===== config.mk =====
export PLATFORM = sky130hd
export DESIGN_NAME = ccs_top
export DESIGN_NICKNAME = d
export VERILOG_FILES = /design/src/rtl/ccs_pkg.sv /design/src/rtl/ccs_resp_gen.sv /design/src/rtl/ccs_top.sv
export SDC_FILE = /design/constraint.sdc
export NUM_CORES = 1
export LEC_CHECK = 0
export BUFFER_PORTS_ARGS = -buffer_cell sky130_fd_sc_hd__buf_2
export CAP_MARGIN = 15
export CORE_MARGIN = 5
export CORE_UTILIZATION = 55
export CTS_CLUSTER_SIZE = 14
export DETAILED_ROUTE_END_ITERATION = 16
export PLACE_DENSITY = 0.84
export SYNTH_ARGS = -nofsm -noshare
export SYNTH_HDL_FRONTEND = slang
export SYNTH_SLANG_ARGS = --single-unit

===== constraint.sdc =====
create_clock -name CORE_CLK -period 7.8 [get_ports CORE_CLK]
set_input_delay 1.56 -clock CORE_CLK [delete_from_list [all_inputs] [get_ports CORE_CLK]]
set_output_delay 1.56 -clock CORE_CLK [all_outputs]
set_load 0.005 [all_outputs]

===== src/rtl/ccs_pkg.sv =====
// package for the common command and status logic
package ccs_pkg;

    // apb register byte offsets
    localparam logic [7:0] OFF_CMD = 8'h00;
    localparam logic [7:0] OFF_OUTQ = 8'h04;
    localparam logic [7:0] OFF_STB = 8'h08;
    localparam logic [7:0] OFF_SETTINGS = 8'h0c;
    localparam logic [7:0] OFF_INT_STAT = 8'h10;
    localparam logic [7:0] OFF_INT_MASK = 8'h14;
    localparam logic [7:0] OFF_ERR = 8'h18;
    localparam logic [7:0] OFF_MASKS = 8'h1c;

    // command codes written to the op field of the command register
    localparam logic [3:0] OP_CLS = 4'h1;
    localparam logic [3:0] OP_ESE = 4'h2;
    localparam logic [3:0] OP_ESEQ = 4'h3;
    localparam logic [3:0] OP_ESRQ = 4'h4;
    localparam logic [3:0] OP_IDNQ = 4'h5;
    localparam logic [3:0] OP_OPC = 4'h6;
    localparam logic [3:0] OP_OPCQ = 4'h7;
    localparam logic [3:0] OP_RCL = 4'h8;
    localparam logic [3:0] OP_RST = 4'h9;
    localparam logic [3:0] OP_SAV = 4'ha;
    localparam logic [3:0] OP_SRE = 4'hb;
    localparam logic [3:0] OP_SREQ = 4'hc;
    localparam logic [3:0] OP_STBQ = 4'hd;

    // command register layout, pwdata[16:0]
    typedef struct packed {
        logic nl;
        logic [7:0] arg;
        logic [3:0] rsvd;
        logic [3:0] op;
    } ccs_cmd_type;
    localparam int CMD_W = 17;

    // status byte bits
    localparam int STB_OSS = 7;
    localparam int STB_MSS = 6;
    localparam int STB_ESB = 5;
    localparam int STB_MAV = 4;
    localparam int STB_CHANNEL_SUMMARY_BIT = 2;

    // standard event register bits and power-on value
    localparam int ESR_OPC = 0;
    localparam int ESR_QYE = 2;
    localparam int ESR_EXE = 4;
    localparam int ESR_CME = 5;
    localparam logic [7:0] ESR_RST = 8'h80;

    // error codes kept for the clear-status command
    localparam logic [7:0] ERR_NONE = 8'h00;
    localparam logic [7:0] ERR_CMD = 8'h01;
    localparam logic [7:0] ERR_EXEC = 8'h02;
    localparam logic [7:0] ERR_QUERY = 8'h03;

    // interrupt status bits
    localparam int INT_W = 4;
    localparam int INT_DONE = 0;
    localparam int INT_ERR = 1;
    localparam int INT_MSS = 2;
    localparam int INT_OPC = 3;

    // storage sizes
    localparam logic [15:0] SET_DEFAULT = 16'h0000;
    localparam int SAVE_SLOTS = 4;
    localparam int QPTR_W = 4;
    localparam int QDEPTH = 16;
    localparam int IDX_W = 5;

    // ascii
    localparam logic [7:0] ASCII_ZERO = 8'h30;
    localparam logic [7:0] ASCII_NL = 8'h0a;

    // identity string, value arbitrary
    localparam int IDN_LEN = 18;
    localparam logic [8*IDN_LEN-1:0] IDN_TEXT = "VENDOR,MODEL,0,1.0";

endpackage


===== src/rtl/ccs_resp_gen.sv =====
// response generator: decimal value or identity string, newline ended
`timescale 1ns/100ps
module ccs_resp_gen (
    // clock and reset
    input wire logic core_clk,
    input wire logic nrst,
    // request
    input wire logic start,
    input wire logic idn_sel,
    input wire logic [7:0] value,
    // byte stream
    input wire logic out_ready,
    output logic out_valid,
    output logic [7:0] out_byte,
    output logic busy
);
    logic busy_r;
    logic idn_r;
    logic [ccs_pkg::IDX_W-1:0] idx_r;
    logic [ccs_pkg::IDX_W-1:0] len_r;
    logic [23:0] dig_r;
    logic [7:0] byte_r;
    logic [23:0] dig_new;
    logic [ccs_pkg::IDX_W-1:0] len_new;
    logic [7:0] d_hun;
    logic [7:0] d_ten;
    logic [7:0] d_one;

    function automatic logic [7:0] byte_pick(
        input logic idn,
        input logic [ccs_pkg::IDX_W-1:0] idx,
        input logic [ccs_pkg::IDX_W-1:0] len,
        input logic [23:0] dig
    );
        logic [7:0] b;
        b = ccs_pkg::ASCII_NL;
        if (idx != len - 1'b1) begin
            if (idn) begin
                b = ccs_pkg::IDN_TEXT[8*(ccs_pkg::IDN_LEN-1-int'(idx)) +: 8];
            end else begin
                b = dig[23-8*int'(idx) -: 8];
            end
        end
        return b;
    endfunction

    // leading zeros are suppressed, so 0 still yields one digit
    always_comb begin
        d_hun = ccs_pkg::ASCII_ZERO + value / 8'h64;
        d_ten = ccs_pkg::ASCII_ZERO + (value / 8'h0a) % 8'h0a;
        d_one = ccs_pkg::ASCII_ZERO + value % 8'h0a;
        if (idn_sel) begin
            dig_new = 24'h000000;
            len_new = idx_cast(ccs_pkg::IDN_LEN + 1);
        end else if (value >= 8'h64) begin
            dig_new = {d_hun, d_ten, d_one};
            len_new = 5'h04;
        end else if (value >= 8'h0a) begin
            dig_new = {d_ten, d_one, 8'h00};
            len_new = 5'h03;
        end else begin
            dig_new = {d_one, 16'h0000};
            len_new = 5'h02;
        end
    end

    function automatic logic [ccs_pkg::IDX_W-1:0] idx_cast(input int n);
        return n[ccs_pkg::IDX_W-1:0];
    endfunction

    always_ff @(posedge core_clk or negedge nrst) begin
        if (!nrst) begin
            busy_r <= 1'b0;
            idn_r <= 1'b0;
            idx_r <= '0;
            len_r <= '0;
            dig_r <= 24'h000000;
            byte_r <= 8'h00;
        end else if (start) begin
            busy_r <= 1'b1;
            idn_r <= idn_sel;
            dig_r <= dig_new;
            len_r <= len_new;
            idx_r <= '0;
            byte_r <= byte_pick(idn_sel, '0, len_new, dig_new);
        end else if (busy_r && out_ready) begin
            if (idx_r == len_r - 1'b1) begin
                busy_r <= 1'b0;
            end else begin
                idx_r <= idx_r + 1'b1;
                byte_r <= byte_pick(idn_r, idx_r + 1'b1, len_r, dig_r);
            end
        end
    end

    assign out_valid = busy_r;
    assign out_byte = byte_r;
    assign busy = busy_r;
endmodule


===== src/rtl/ccs_top.sv =====
// common command and status logic with apb register access
// What this block does
// - clear status wipes error code; with newline also flushes output queue
// - event enable loads an 8-bit mask, one bit per standard event
// - enabled standard events ORed into event summary, status bit 5
// - mask value 48 enables command and execution error events
// - event enable query returns the mask unchanged
// - event register query returns contents then clears register
// - identify query returns maker, model, serial, firmware, comma separated
// - operation complete sets event bit 0 once nothing is pending
// - operation complete query answers ascii 1 only after completion
// - recall restores settings stored earlier at the given slot
// - save stores present settings into the given slot
// - service request enable loads an 8-bit status byte mask
// - enabled status byte bits ORed into master summary, bit 6
// - mask value 20 enables channel summary and message available
// - message available set while output queue holds data
// - status byte query shows master summary, never clears the byte
`timescale 1ns/100ps
module ccs_top (
    // clock and reset
    input wire logic CORE_CLK,
    input wire logic NRST,
    // apb slave
    input wire logic PSEL,
    input wire logic PENABLE,
    input wire logic PWRITE,
    input wire logic [7:0] PADDR,
    input wire logic [31:0] PWDATA,
    output logic [31:0] PRDATA,
    output logic PREADY,
    output logic PSLVERR,
    // device side, same clock domain
    input wire logic OP_BUSY,
    input wire logic OPER_SUM,
    input wire logic CHAN_SUM,
    output logic [15:0] SETTINGS,
    output logic [7:0] STATUS_BYTE,
    // interrupt
    output logic IRQ
);
    typedef enum logic [0:0] {ST_IDLE, ST_WAIT_OPC} ccs_state_type;

    ccs_state_type state_r, state_nxt;
    ccs_pkg::ccs_cmd_type cmd;
    logic [7:0] ese_r, sre_r, esr_r, esr_nxt, esr_set, stb_r, stb_nxt;
    logic [7:0] err_r, gen_val, q_head, gen_byte;
    logic [15:0] settings_r;
    logic [15:0] save_mem [ccs_pkg::SAVE_SLOTS];
    logic [7:0] q_mem [ccs_pkg::QDEPTH];
    logic [ccs_pkg::QPTR_W:0] wr_ptr_r, rd_ptr_r;
    logic [ccs_pkg::INT_W-1:0] int_stat_r, int_mask_r, int_ev, int_clr;
    logic [31:0] prdata_r;
    logic pslverr_r, irq_r, opc_arm_r, gen_busy_d_r;
    logic setup, wr_acc, rd_acc, cmd_go, busy, refuse;
    logic op_cls, op_ese, op_eseq, op_esrq, op_idnq, op_opc, op_opcq;
    logic op_rcl, op_rst, op_sav, op_sre, op_sreq, op_stbq;
    logic ev_cme, ev_exe, ev_qye, opc_fire, slot_bad, mss;
    logic gen_start, gen_idn, gen_valid, gen_busy, gen_ready;
    logic q_empty, q_full, push, pop, flush;
    logic [1:0] slot;

    function automatic logic addr_known(input logic [7:0] a);
        return a == ccs_pkg::OFF_CMD || a == ccs_pkg::OFF_OUTQ ||
            a == ccs_pkg::OFF_STB || a == ccs_pkg::OFF_SETTINGS ||
            a == ccs_pkg::OFF_INT_STAT || a == ccs_pkg::OFF_INT_MASK ||
            a == ccs_pkg::OFF_ERR || a == ccs_pkg::OFF_MASKS;
    endfunction

    function automatic logic op_known(input logic [3:0] op);
        return op >= ccs_pkg::OP_CLS && op <= ccs_pkg::OP_STBQ;
    endfunction

    // bus phases; a refused access never takes effect
    assign setup = PSEL && !PENABLE;
    assign wr_acc = PSEL && PENABLE && PWRITE && !pslverr_r;
    assign rd_acc = PSEL && PENABLE && !PWRITE && !pslverr_r;
    assign busy = (state_r != ST_IDLE) || gen_busy;
    assign refuse = !addr_known(PADDR) ||
        (PWRITE && PADDR == ccs_pkg::OFF_CMD && busy);

    // one command word stands for one star-prefixed host command
    assign cmd = ccs_pkg::ccs_cmd_type'(PWDATA[ccs_pkg::CMD_W-1:0]);
    assign cmd_go = wr_acc && PADDR == ccs_pkg::OFF_CMD;
    assign op_cls = cmd_go && cmd.op == ccs_pkg::OP_CLS;
    assign op_ese = cmd_go && cmd.op == ccs_pkg::OP_ESE;
    assign op_eseq = cmd_go && cmd.op == ccs_pkg::OP_ESEQ;
    assign op_esrq = cmd_go && cmd.op == ccs_pkg::OP_ESRQ;
    assign op_idnq = cmd_go && cmd.op == ccs_pkg::OP_IDNQ;
    assign op_opc = cmd_go && cmd.op == ccs_pkg::OP_OPC;
    assign op_opcq = cmd_go && cmd.op == ccs_pkg::OP_OPCQ;
    assign op_rcl = cmd_go && cmd.op == ccs_pkg::OP_RCL;
    assign op_rst = cmd_go && cmd.op == ccs_pkg::OP_RST;
    assign op_sav = cmd_go && cmd.op == ccs_pkg::OP_SAV;
    assign op_sre = cmd_go && cmd.op == ccs_pkg::OP_SRE;
    assign op_sreq = cmd_go && cmd.op == ccs_pkg::OP_SREQ;
    assign op_stbq = cmd_go && cmd.op == ccs_pkg::OP_STBQ;

    assign slot_bad = cmd.arg >= 8'(ccs_pkg::SAVE_SLOTS);
    assign slot = cmd.arg[1:0];
    assign ev_cme = cmd_go && !op_known(cmd.op);
    assign ev_exe = (op_sav || op_rcl) && slot_bad;
    assign ev_qye = rd_acc && PADDR == ccs_pkg::OFF_OUTQ && q_empty;
    assign opc_fire = opc_arm_r && !OP_BUSY;

    // queries hand a value to the generator; identity uses its string
    assign gen_start = op_eseq || op_esrq || op_idnq || op_sreq ||
        op_stbq || (state_r == ST_WAIT_OPC && !OP_BUSY);
    assign gen_idn = op_idnq;
    always_comb begin
        gen_val = 8'h01;
        if (op_eseq) begin
            gen_val = ese_r;
        end else if (op_esrq) begin
            gen_val = esr_r;
        end else if (op_sreq) begin
            gen_val = sre_r;
        end else if (op_stbq) begin
            gen_val = stb_r;
        end
    end

    ccs_resp_gen u_gen (
        .core_clk(CORE_CLK),
        .nrst(NRST),
        .start(gen_start),
        .idn_sel(gen_idn),
        .value(gen_val),
        .out_ready(gen_ready),
        .out_valid(gen_valid),
        .out_byte(gen_byte),
        .busy(gen_busy)
    );

    // opc? waits here while operations are pending
    always_comb begin
        state_nxt = state_r;
        case (state_r)
            ST_IDLE: begin
                if (op_opcq) begin
                    state_nxt = ST_WAIT_OPC;
                end
            end
            ST_WAIT_OPC: begin
                if (!OP_BUSY) begin
                    state_nxt = ST_IDLE;
                end
            end
            default: state_nxt = ST_IDLE;
        endcase
    end

    always_ff @(posedge CORE_CLK or negedge NRST) begin
        if (!NRST) begin
            state_r <= ST_IDLE;
        end else begin
            state_r <= state_nxt;
        end
    end

    always_ff @(posedge CORE_CLK or negedge NRST) begin
        if (!NRST) begin
            opc_arm_r <= 1'b0;
        end else if (op_opc) begin
            opc_arm_r <= 1'b1;
        end else if (opc_fire) begin
            opc_arm_r <= 1'b0;
        end
    end

    // enable masks; reset command leaves them alone
    always_ff @(posedge CORE_CLK or negedge NRST) begin
        if (!NRST) begin
            ese_r <= 8'h00;
            sre_r <= 8'h00;
        end else begin
            if (op_ese) begin
                ese_r <= cmd.arg;
            end
            if (op_sre) begin
                sre_r <= cmd.arg;
            end
        end
    end

    // event register: a set in the clearing cycle survives
    always_comb begin
        esr_set = 8'h00;
        esr_set[ccs_pkg::ESR_OPC] = opc_fire;
        esr_set[ccs_pkg::ESR_QYE] = ev_qye;
        esr_set[ccs_pkg::ESR_EXE] = ev_exe;
        esr_set[ccs_pkg::ESR_CME] = ev_cme;
        esr_nxt = (op_esrq ? 8'h00 : esr_r) | esr_set;
    end

    always_ff @(posedge CORE_CLK or negedge NRST) begin
        if (!NRST) begin
            esr_r <= ccs_pkg::ESR_RST;
        end else begin
            esr_r <= esr_nxt;
        end
    end

    always_ff @(posedge CORE_CLK or negedge NRST) begin
        if (!NRST) begin
            err_r <= ccs_pkg::ERR_NONE;
        end else if (ev_cme) begin
            err_r <= ccs_pkg::ERR_CMD;
        end else if (ev_exe) begin
            err_r <= ccs_pkg::ERR_EXEC;
        end else if (ev_qye) begin
            err_r <= ccs_pkg::ERR_QUERY;
        end else if (op_cls) begin
            err_r <= ccs_pkg::ERR_NONE;
        end
    end

    // settings and save slots
    always_ff @(posedge CORE_CLK or negedge NRST) begin
        if (!NRST) begin
            settings_r <= ccs_pkg::SET_DEFAULT;
        end else if (op_rst) begin
            settings_r <= ccs_pkg::SET_DEFAULT;
        end else if (op_rcl && !slot_bad) begin
            settings_r <= save_mem[slot];
        end else if (wr_acc && PADDR == ccs_pkg::OFF_SETTINGS) begin
            settings_r <= PWDATA[15:0];
        end
    end

    always_ff @(posedge CORE_CLK or negedge NRST) begin
        if (!NRST) begin
            for (int i = 0; i < ccs_pkg::SAVE_SLOTS; i++) begin
                save_mem[i] <= ccs_pkg::SET_DEFAULT;
            end
        end else if (op_sav && !slot_bad) begin
            save_mem[slot] <= settings_r;
        end
    end

    // output queue; a full queue stalls the generator
    assign q_empty = wr_ptr_r == rd_ptr_r;
    assign q_full = wr_ptr_r == {~rd_ptr_r[ccs_pkg::QPTR_W],
        rd_ptr_r[ccs_pkg::QPTR_W-1:0]};
    assign gen_ready = !q_full;
    assign push = gen_valid && !q_full;
    assign pop = rd_acc && PADDR == ccs_pkg::OFF_OUTQ && !q_empty;
    assign flush = op_cls && cmd.nl;
    // an empty queue reads as zero, never a stale or unwritten entry
    assign q_head = q_empty ? 8'h00 :
        q_mem[rd_ptr_r[ccs_pkg::QPTR_W-1:0]];

    always_ff @(posedge CORE_CLK) begin
        if (push) begin
            q_mem[wr_ptr_r[ccs_pkg::QPTR_W-1:0]] <= gen_byte;
        end
    end

    always_ff @(posedge CORE_CLK or negedge NRST) begin
        if (!NRST) begin
            wr_ptr_r <= '0;
            rd_ptr_r <= '0;
        end else if (flush) begin
            rd_ptr_r <= wr_ptr_r;
        end else begin
            if (push) begin
                wr_ptr_r <= wr_ptr_r + 1'b1;
            end
            if (pop) begin
                rd_ptr_r <= rd_ptr_r + 1'b1;
            end
        end
    end

    // status byte; bits follow their sources, reading never clears
    always_comb begin
        stb_nxt = 8'h00;
        stb_nxt[ccs_pkg::STB_OSS] = OPER_SUM;
        stb_nxt[ccs_pkg::STB_ESB] = |(esr_r & ese_r);
        stb_nxt[ccs_pkg::STB_MAV] = !q_empty;
        stb_nxt[ccs_pkg::STB_CHANNEL_SUMMARY_BIT] = CHAN_SUM;
        mss = |(stb_nxt & sre_r);
        stb_nxt[ccs_pkg::STB_MSS] = mss;
    end

    always_ff @(posedge CORE_CLK or negedge NRST) begin
        if (!NRST) begin
            stb_r <= 8'h00;
        end else begin
            stb_r <= stb_nxt;
        end
    end

    // interrupts: sticky, write one to clear, set wins
    always_comb begin
        int_ev = '0;
        int_ev[ccs_pkg::INT_DONE] = gen_busy_d_r && !gen_busy;
        int_ev[ccs_pkg::INT_ERR] = ev_cme || ev_exe || ev_qye;
        int_ev[ccs_pkg::INT_MSS] = mss && !stb_r[ccs_pkg::STB_MSS];
        int_ev[ccs_pkg::INT_OPC] = opc_fire;
        int_clr = '0;
        if (wr_acc && PADDR == ccs_pkg::OFF_INT_STAT) begin
            int_clr = PWDATA[ccs_pkg::INT_W-1:0];
        end
    end

    always_ff @(posedge CORE_CLK or negedge NRST) begin
        if (!NRST) begin
            int_stat_r <= '0;
            int_mask_r <= '0;
            gen_busy_d_r <= 1'b0;
            irq_r <= 1'b0;
        end else begin
            int_stat_r <= (int_stat_r & ~int_clr) | int_ev;
            gen_busy_d_r <= gen_busy;
            irq_r <= |(int_stat_r & int_mask_r);
            if (wr_acc && PADDR == ccs_pkg::OFF_INT_MASK) begin
                int_mask_r <= PWDATA[ccs_pkg::INT_W-1:0];
            end
        end
    end

    // read data and error are fixed in the setup cycle
    always_ff @(posedge CORE_CLK or negedge NRST) begin
        if (!NRST) begin
            prdata_r <= 32'h00000000;
            pslverr_r <= 1'b0;
        end else if (setup) begin
            pslverr_r <= refuse;
            case (PADDR)
                ccs_pkg::OFF_CMD: prdata_r <= {31'h0, busy};
                ccs_pkg::OFF_OUTQ: prdata_r <= {23'h0, !q_empty, q_head};
                ccs_pkg::OFF_STB: prdata_r <= {24'h0, stb_r};
                ccs_pkg::OFF_SETTINGS: prdata_r <= {16'h0, settings_r};
                ccs_pkg::OFF_INT_STAT: prdata_r <= {28'h0, int_stat_r};
                ccs_pkg::OFF_INT_MASK: prdata_r <= {28'h0, int_mask_r};
                ccs_pkg::OFF_ERR: prdata_r <= {24'h0, err_r};
                ccs_pkg::OFF_MASKS: prdata_r <= {16'h0, sre_r, ese_r};
                default: prdata_r <= 32'h00000000;
            endcase
        end
    end

    assign PRDATA = prdata_r;
    assign PREADY = 1'b1;
    assign PSLVERR = pslverr_r && PSEL && PENABLE;
    assign SETTINGS = settings_r;
    assign STATUS_BYTE = stb_r;
    assign IRQ = irq_r;
endmodule


==> flow_metrics.py <==
metrics = {
    "synth": {
        "seq_area_frac_synth_pct": 52.8,
        "yosys.area_share.simple_pct": 12.0,
        "yosys_warnings": 0,
        "synth_top_area_share_pct": 29.0,
        "syn_area_um2": 16200,
        "synthCells": 1371,
        "synth_cell_types": 94,
        "synthArstFlopShare_pct": 59.6,
        "synth_top_family_by_area": "multiplexers",
        "synth.area.mux_share_pct": 14.8,
        "synth.ff_latch_count": 317,
        "synth_top_flop_cell": "dfrtp_1",
        "synth_compound_area_share_pct": 13.3,
        "yosys-top-cells-area": "dfrtp_1 (29%), edfxtp_1 (24%), mux4_2 (7.6%)",
        "synthAdderAreaFrac_pct": 1.59,
        "syn_avg_cell_area_um2": 11.8,
        "synth_top_area_cell": "dfrtp_1",
        "synth_enable_flop_cells": 128,
        "synth_xor_area_share_pct": 2.04,
    },
    "power_and_ir_drop": {
        "seqPwrFrac_pct": 46.9,
        "swShare_pct": 30.5,
        "vdd_drop_max_v": 0.000157,
        "p_comb_share_pct": 18.3,
        "power.density_nw_per_um2": 242,
        "power_switching_mw": 1.33,
        "p_int_mw": 3.03,
        "power_frac_clock_pct": 34.8,
        "p_leak_nw": 7.36,
    },
    "job": {
        "maxCapViolCount": 0,
    },
    "global_route": {
        "grt_pass1_wl_um": 69400,
        "grt-ovfl-total": 0,
        "antenna_found_initial": 1,
        "grt_pass1_vias": 12100,
        "grt_max_degree": 102,
        "grt.total_usage_pct": 26.2,
    },
    "routing": {
        "first_pass_iters": 12,
        "routed_via_density": 6.74,
        "routed.top_layer": "met5",
        "wl_met2_um": 21200,
        "wl_met3_um": 4520,
        "met1_length_um": 17000,
        "drt_iter0_drc": 1818,
        "final_antenna_net_count": 0,
        "routed_wl_um": 44300,
        "drc_errors": 0,
        "vias": 12400,
        "wl_per_cell_um": 24.0,
    },
    "placed_design": {
        "portBuffers": 71,
        "place.gp.congestion": 0.944,
        "post-dp-hpwl_um": 28800,
        "dp_slack_ns": 0.621,
    },
    "critical_path": {
        "setup.worst_path.class": "in2reg",
        "cp_top_family": "compound AO/OA/AOI/OAI gates",
        "cp.required_ns": 8.19,
        "critPathMaxFanout": 25,
        "reg2reg_slack_ns": 1.99,
        "reg2reg_from": "pslverr_r$_DFFE_PN0P_",
        "end_kind": "register",
        "r2r-end": "u_gen.out_byte[5]$_DFFE_PN0P_",
        "reg2reg_depth": 23,
        "critPathArrivalTime_ns": 7.17,
        "cpPeakStageDelay_ns": 0.47,
        "cp_slowest_cell": "a221oi_2",
        "crit_path_start": "PWDATA[0]",
        "path_cells": "buf_2 -> mux2_2 -> a221oi_2 -> or3_1 -> xnor2_2 -> nand2_1 -> a21oi_1 -> ha_1 -> and3_1 -> nand2b_1 -> a2111oi_4 -> a211oi_1 -> or2_2 -> ha_1 -> nand4b_1 -> a31oi_1 -> xnor2_1 -> nand2_1 -> ha_1 -> nand2_1 -> a31o_2 -> a21oi_1 -> a21oi_1",
        "path_buf_inv": 1,
        "worstSetupStartpointType": "input port",
    },
    "clock_network": {
        "cts_tree": "built",
        "clk_pin_slew_ns": 0.06,
        "clock_path_buffers": 3,
        "cts_made_buffers": 34,
        "cts_setup_buffers": 0,
        "clock_latency_ns": 0.52,
        "clk_root_buffer_cell": "clkbuf_16",
        "cts_hold_buf": 0,
        "htreeDepth": 2,
        "cts.sinks": 317,
        "post_cts_resized": 0,
    },
    "timing": {
        "fin_ws_ns": 1.02,
        "period_share_pct": 87.0,
        "hold_viol_final": 0,
        "finalSetupViolations": 0,
        "max_clock_freq_mhz": 147,
        "hold_slack_ns": 0.454,
        "worstMarginPinSlew_ns": 1.20,
        "slew_headroom_pct": 19.6,
        "tns_ns": 0,
        "fin_skew_ns": 0.0146,
        "rsz0062_at_grt": "false",
        "period_minus_slack_ns": 6.78,
        "slew_violations": 0,
    },
    "floorplan": {
        "core-area_um2": 29400,
        "io_pins": 107,
        "fp-row-count": 63,
        "die_h_um": 182,
        "die_x_um": 182,
        "dieArea_um2": 33100,
        "initial_core_util_pct": 55.2,
    },
    "cells_and_area": {
        "syn2layout_area_growth_pct": 10.7,
        "seq_area_um2": 8580,
        "antenna_cells": 0,
        "multi_input_area_um2": 7190,
        "drive_above_1_share_pct": 22.2,
        "final.fill_count": 2128,
        "final_nets": 1497,
    },
    "worst_hold_path": {
        "hold_path_depth": 0,
        "min_path_type": "reg2reg",
        "hp-start": "u_gen.busy$_DFFE_PN0P_",
        "whs_endpoint": "gen_busy_d_r$_DFF_PN0_",
    },
    "run_status": {
        "status": "complete, no violations",
    },
}
-- routing by layer --
layer	track usage (%)	vias up
met5	0	-
met3	4.77	158
met1	36.1	6103
li1	-	5284
met4	8.35	2
met2	42.6	868
-- state kept, by name (all words and copies together) (netlist names) --
register and cells:
IRQ 1, PRDATA 16, SETTINGS 16, STATUS_BYTE 5, err_r 2, ese_r 8
esr_r 5, gen_busy_d_r 1, int_mask_r 4, int_stat_r 4, opc_arm_r 1, pslverr_r 1
q_mem 128, rd_ptr_r 5, save_mem 64, sre_r 8, state_r 1, u_gen.busy 1
u_gen.dig_r 24, u_gen.idx_r 5, u_gen.len_r 4, u_gen.out_byte 8, wr_ptr_r 5
-- cell usage after synthesis (23+ instances only) --
master and n:
a21oi_1 81, a22oi_1 23, buf_4 23, clkbuf_1 47
dfrtp_1 188, edfxtp_1 128, mux2_2 87, mux4_2 55
nand2_1 132, nand3_1 31, nor2_1 97, nor3_1 29
o21ai_0 72
-- final cells by class --
type / count / share of cell area [%]
clock buffers: 44 / 5.23
clock inverters: 14 / 0.550
inverters: 21 / 0.439
multi-input cells: 956 / 40.0
flip-flops and latches: 317 / 47.7
well taps: 390 / 2.71
repair buffers: 100 / 3.35
-- power by group through the flow --
| stage | combinational (mW) | clock [mW] | sequential [mW] |
|---|---|---|---|
| after global placement | 0.744 | 0 | 2.05 |
| after global routing | 0.883 | 1.60 | 2.06 |
| final | 0.797 | 1.51 | 2.04 |
| after detailed placement | 0.773 | 0 | 2.07 |
| after floorplan | 0.642 | 0 | 1.98 |
| after CTS | 0.784 | 1.52 | 2.04 |
-- layout by cell type, fill, tap and decap left out, types with 9 or more instances in the layout --
master     synthesis  final
dfrtp_1          188    187
nand2_1          132    132
edfxtp_1         128    128
nor2_1            97     97
mux2_2            87     87
a21oi_1           81     81
o21ai_0           72     72
buf_2             16     70
mux4_2            55     55
clkbuf_16          0     35
nand3_1           31     31
nor3_1            29     29
buf_4             23     28
a22oi_1           23     23
conb_1             2     21
inv_1             19     19
xnor2_1           19     19
mux2i_1           19     19
ha_1              19     19
xor2_1            17     17
a21o_1            15     15
and2_1            15     15
a22o_1            13     13
nand2b_1          13     13
o22ai_1           11     11
or3_1              9      9
a211oi_1           9      9
nor4_1            10      9
a31oi_1            9      9
-- through the flow --
stage	power [mW]	cell area, um2	std cells	utilization (%)
after global routing	4.54	18000	1842	61.1
final	4.35	18000	1842	61.1
after CTS	4.34	17900	1841	61.0
after floorplan	2.62	16300	1390	-
after global placement	2.80	16900	1783	57.5
after detailed placement	2.84	16900	1783	57.5
-- cells by family (layout without fill, tap and decap cells) --
| kind of cell | Yosys count | count (layout) |
|---|---|---|
| other | 2 | 21 |
| XOR/XNOR | 37 | 37 |
| AND/OR/NAND/NOR | 396 | 396 |
| AO/OA/AOI/OAI | 320 | 320 |
| flip-flops | 317 | 317 |
| adder cells (fa/ha/maj) | 21 | 21 |
| multiplexers | 161 | 161 |
| buffers and inverters | 117 | 179 |
-- worst max path at each step --
| stage | end | depth (start not counted) |
|---|---|---|
| 3_5_place_dp | u_gen.out_byte[5]$_DFFE_PN0P_ | 23 |
| 5_1_grt | u_gen.out_byte[5]$_DFFE_PN0P_ | 23 |
| 6_report | u_gen.out_byte[5]$_DFFE_PN0P_ | 23 |
| 3_3_place_gp | u_gen.out_byte[5]$_DFFE_PN0P_ | 23 |
| 4_1_cts | u_gen.out_byte[5]$_DFFE_PN0P_ | 23 |
| 2_1_floorplan | u_gen.out_byte[5]$_DFFE_PN0P_ | 26 |
(Power assumes the default switching activity.)
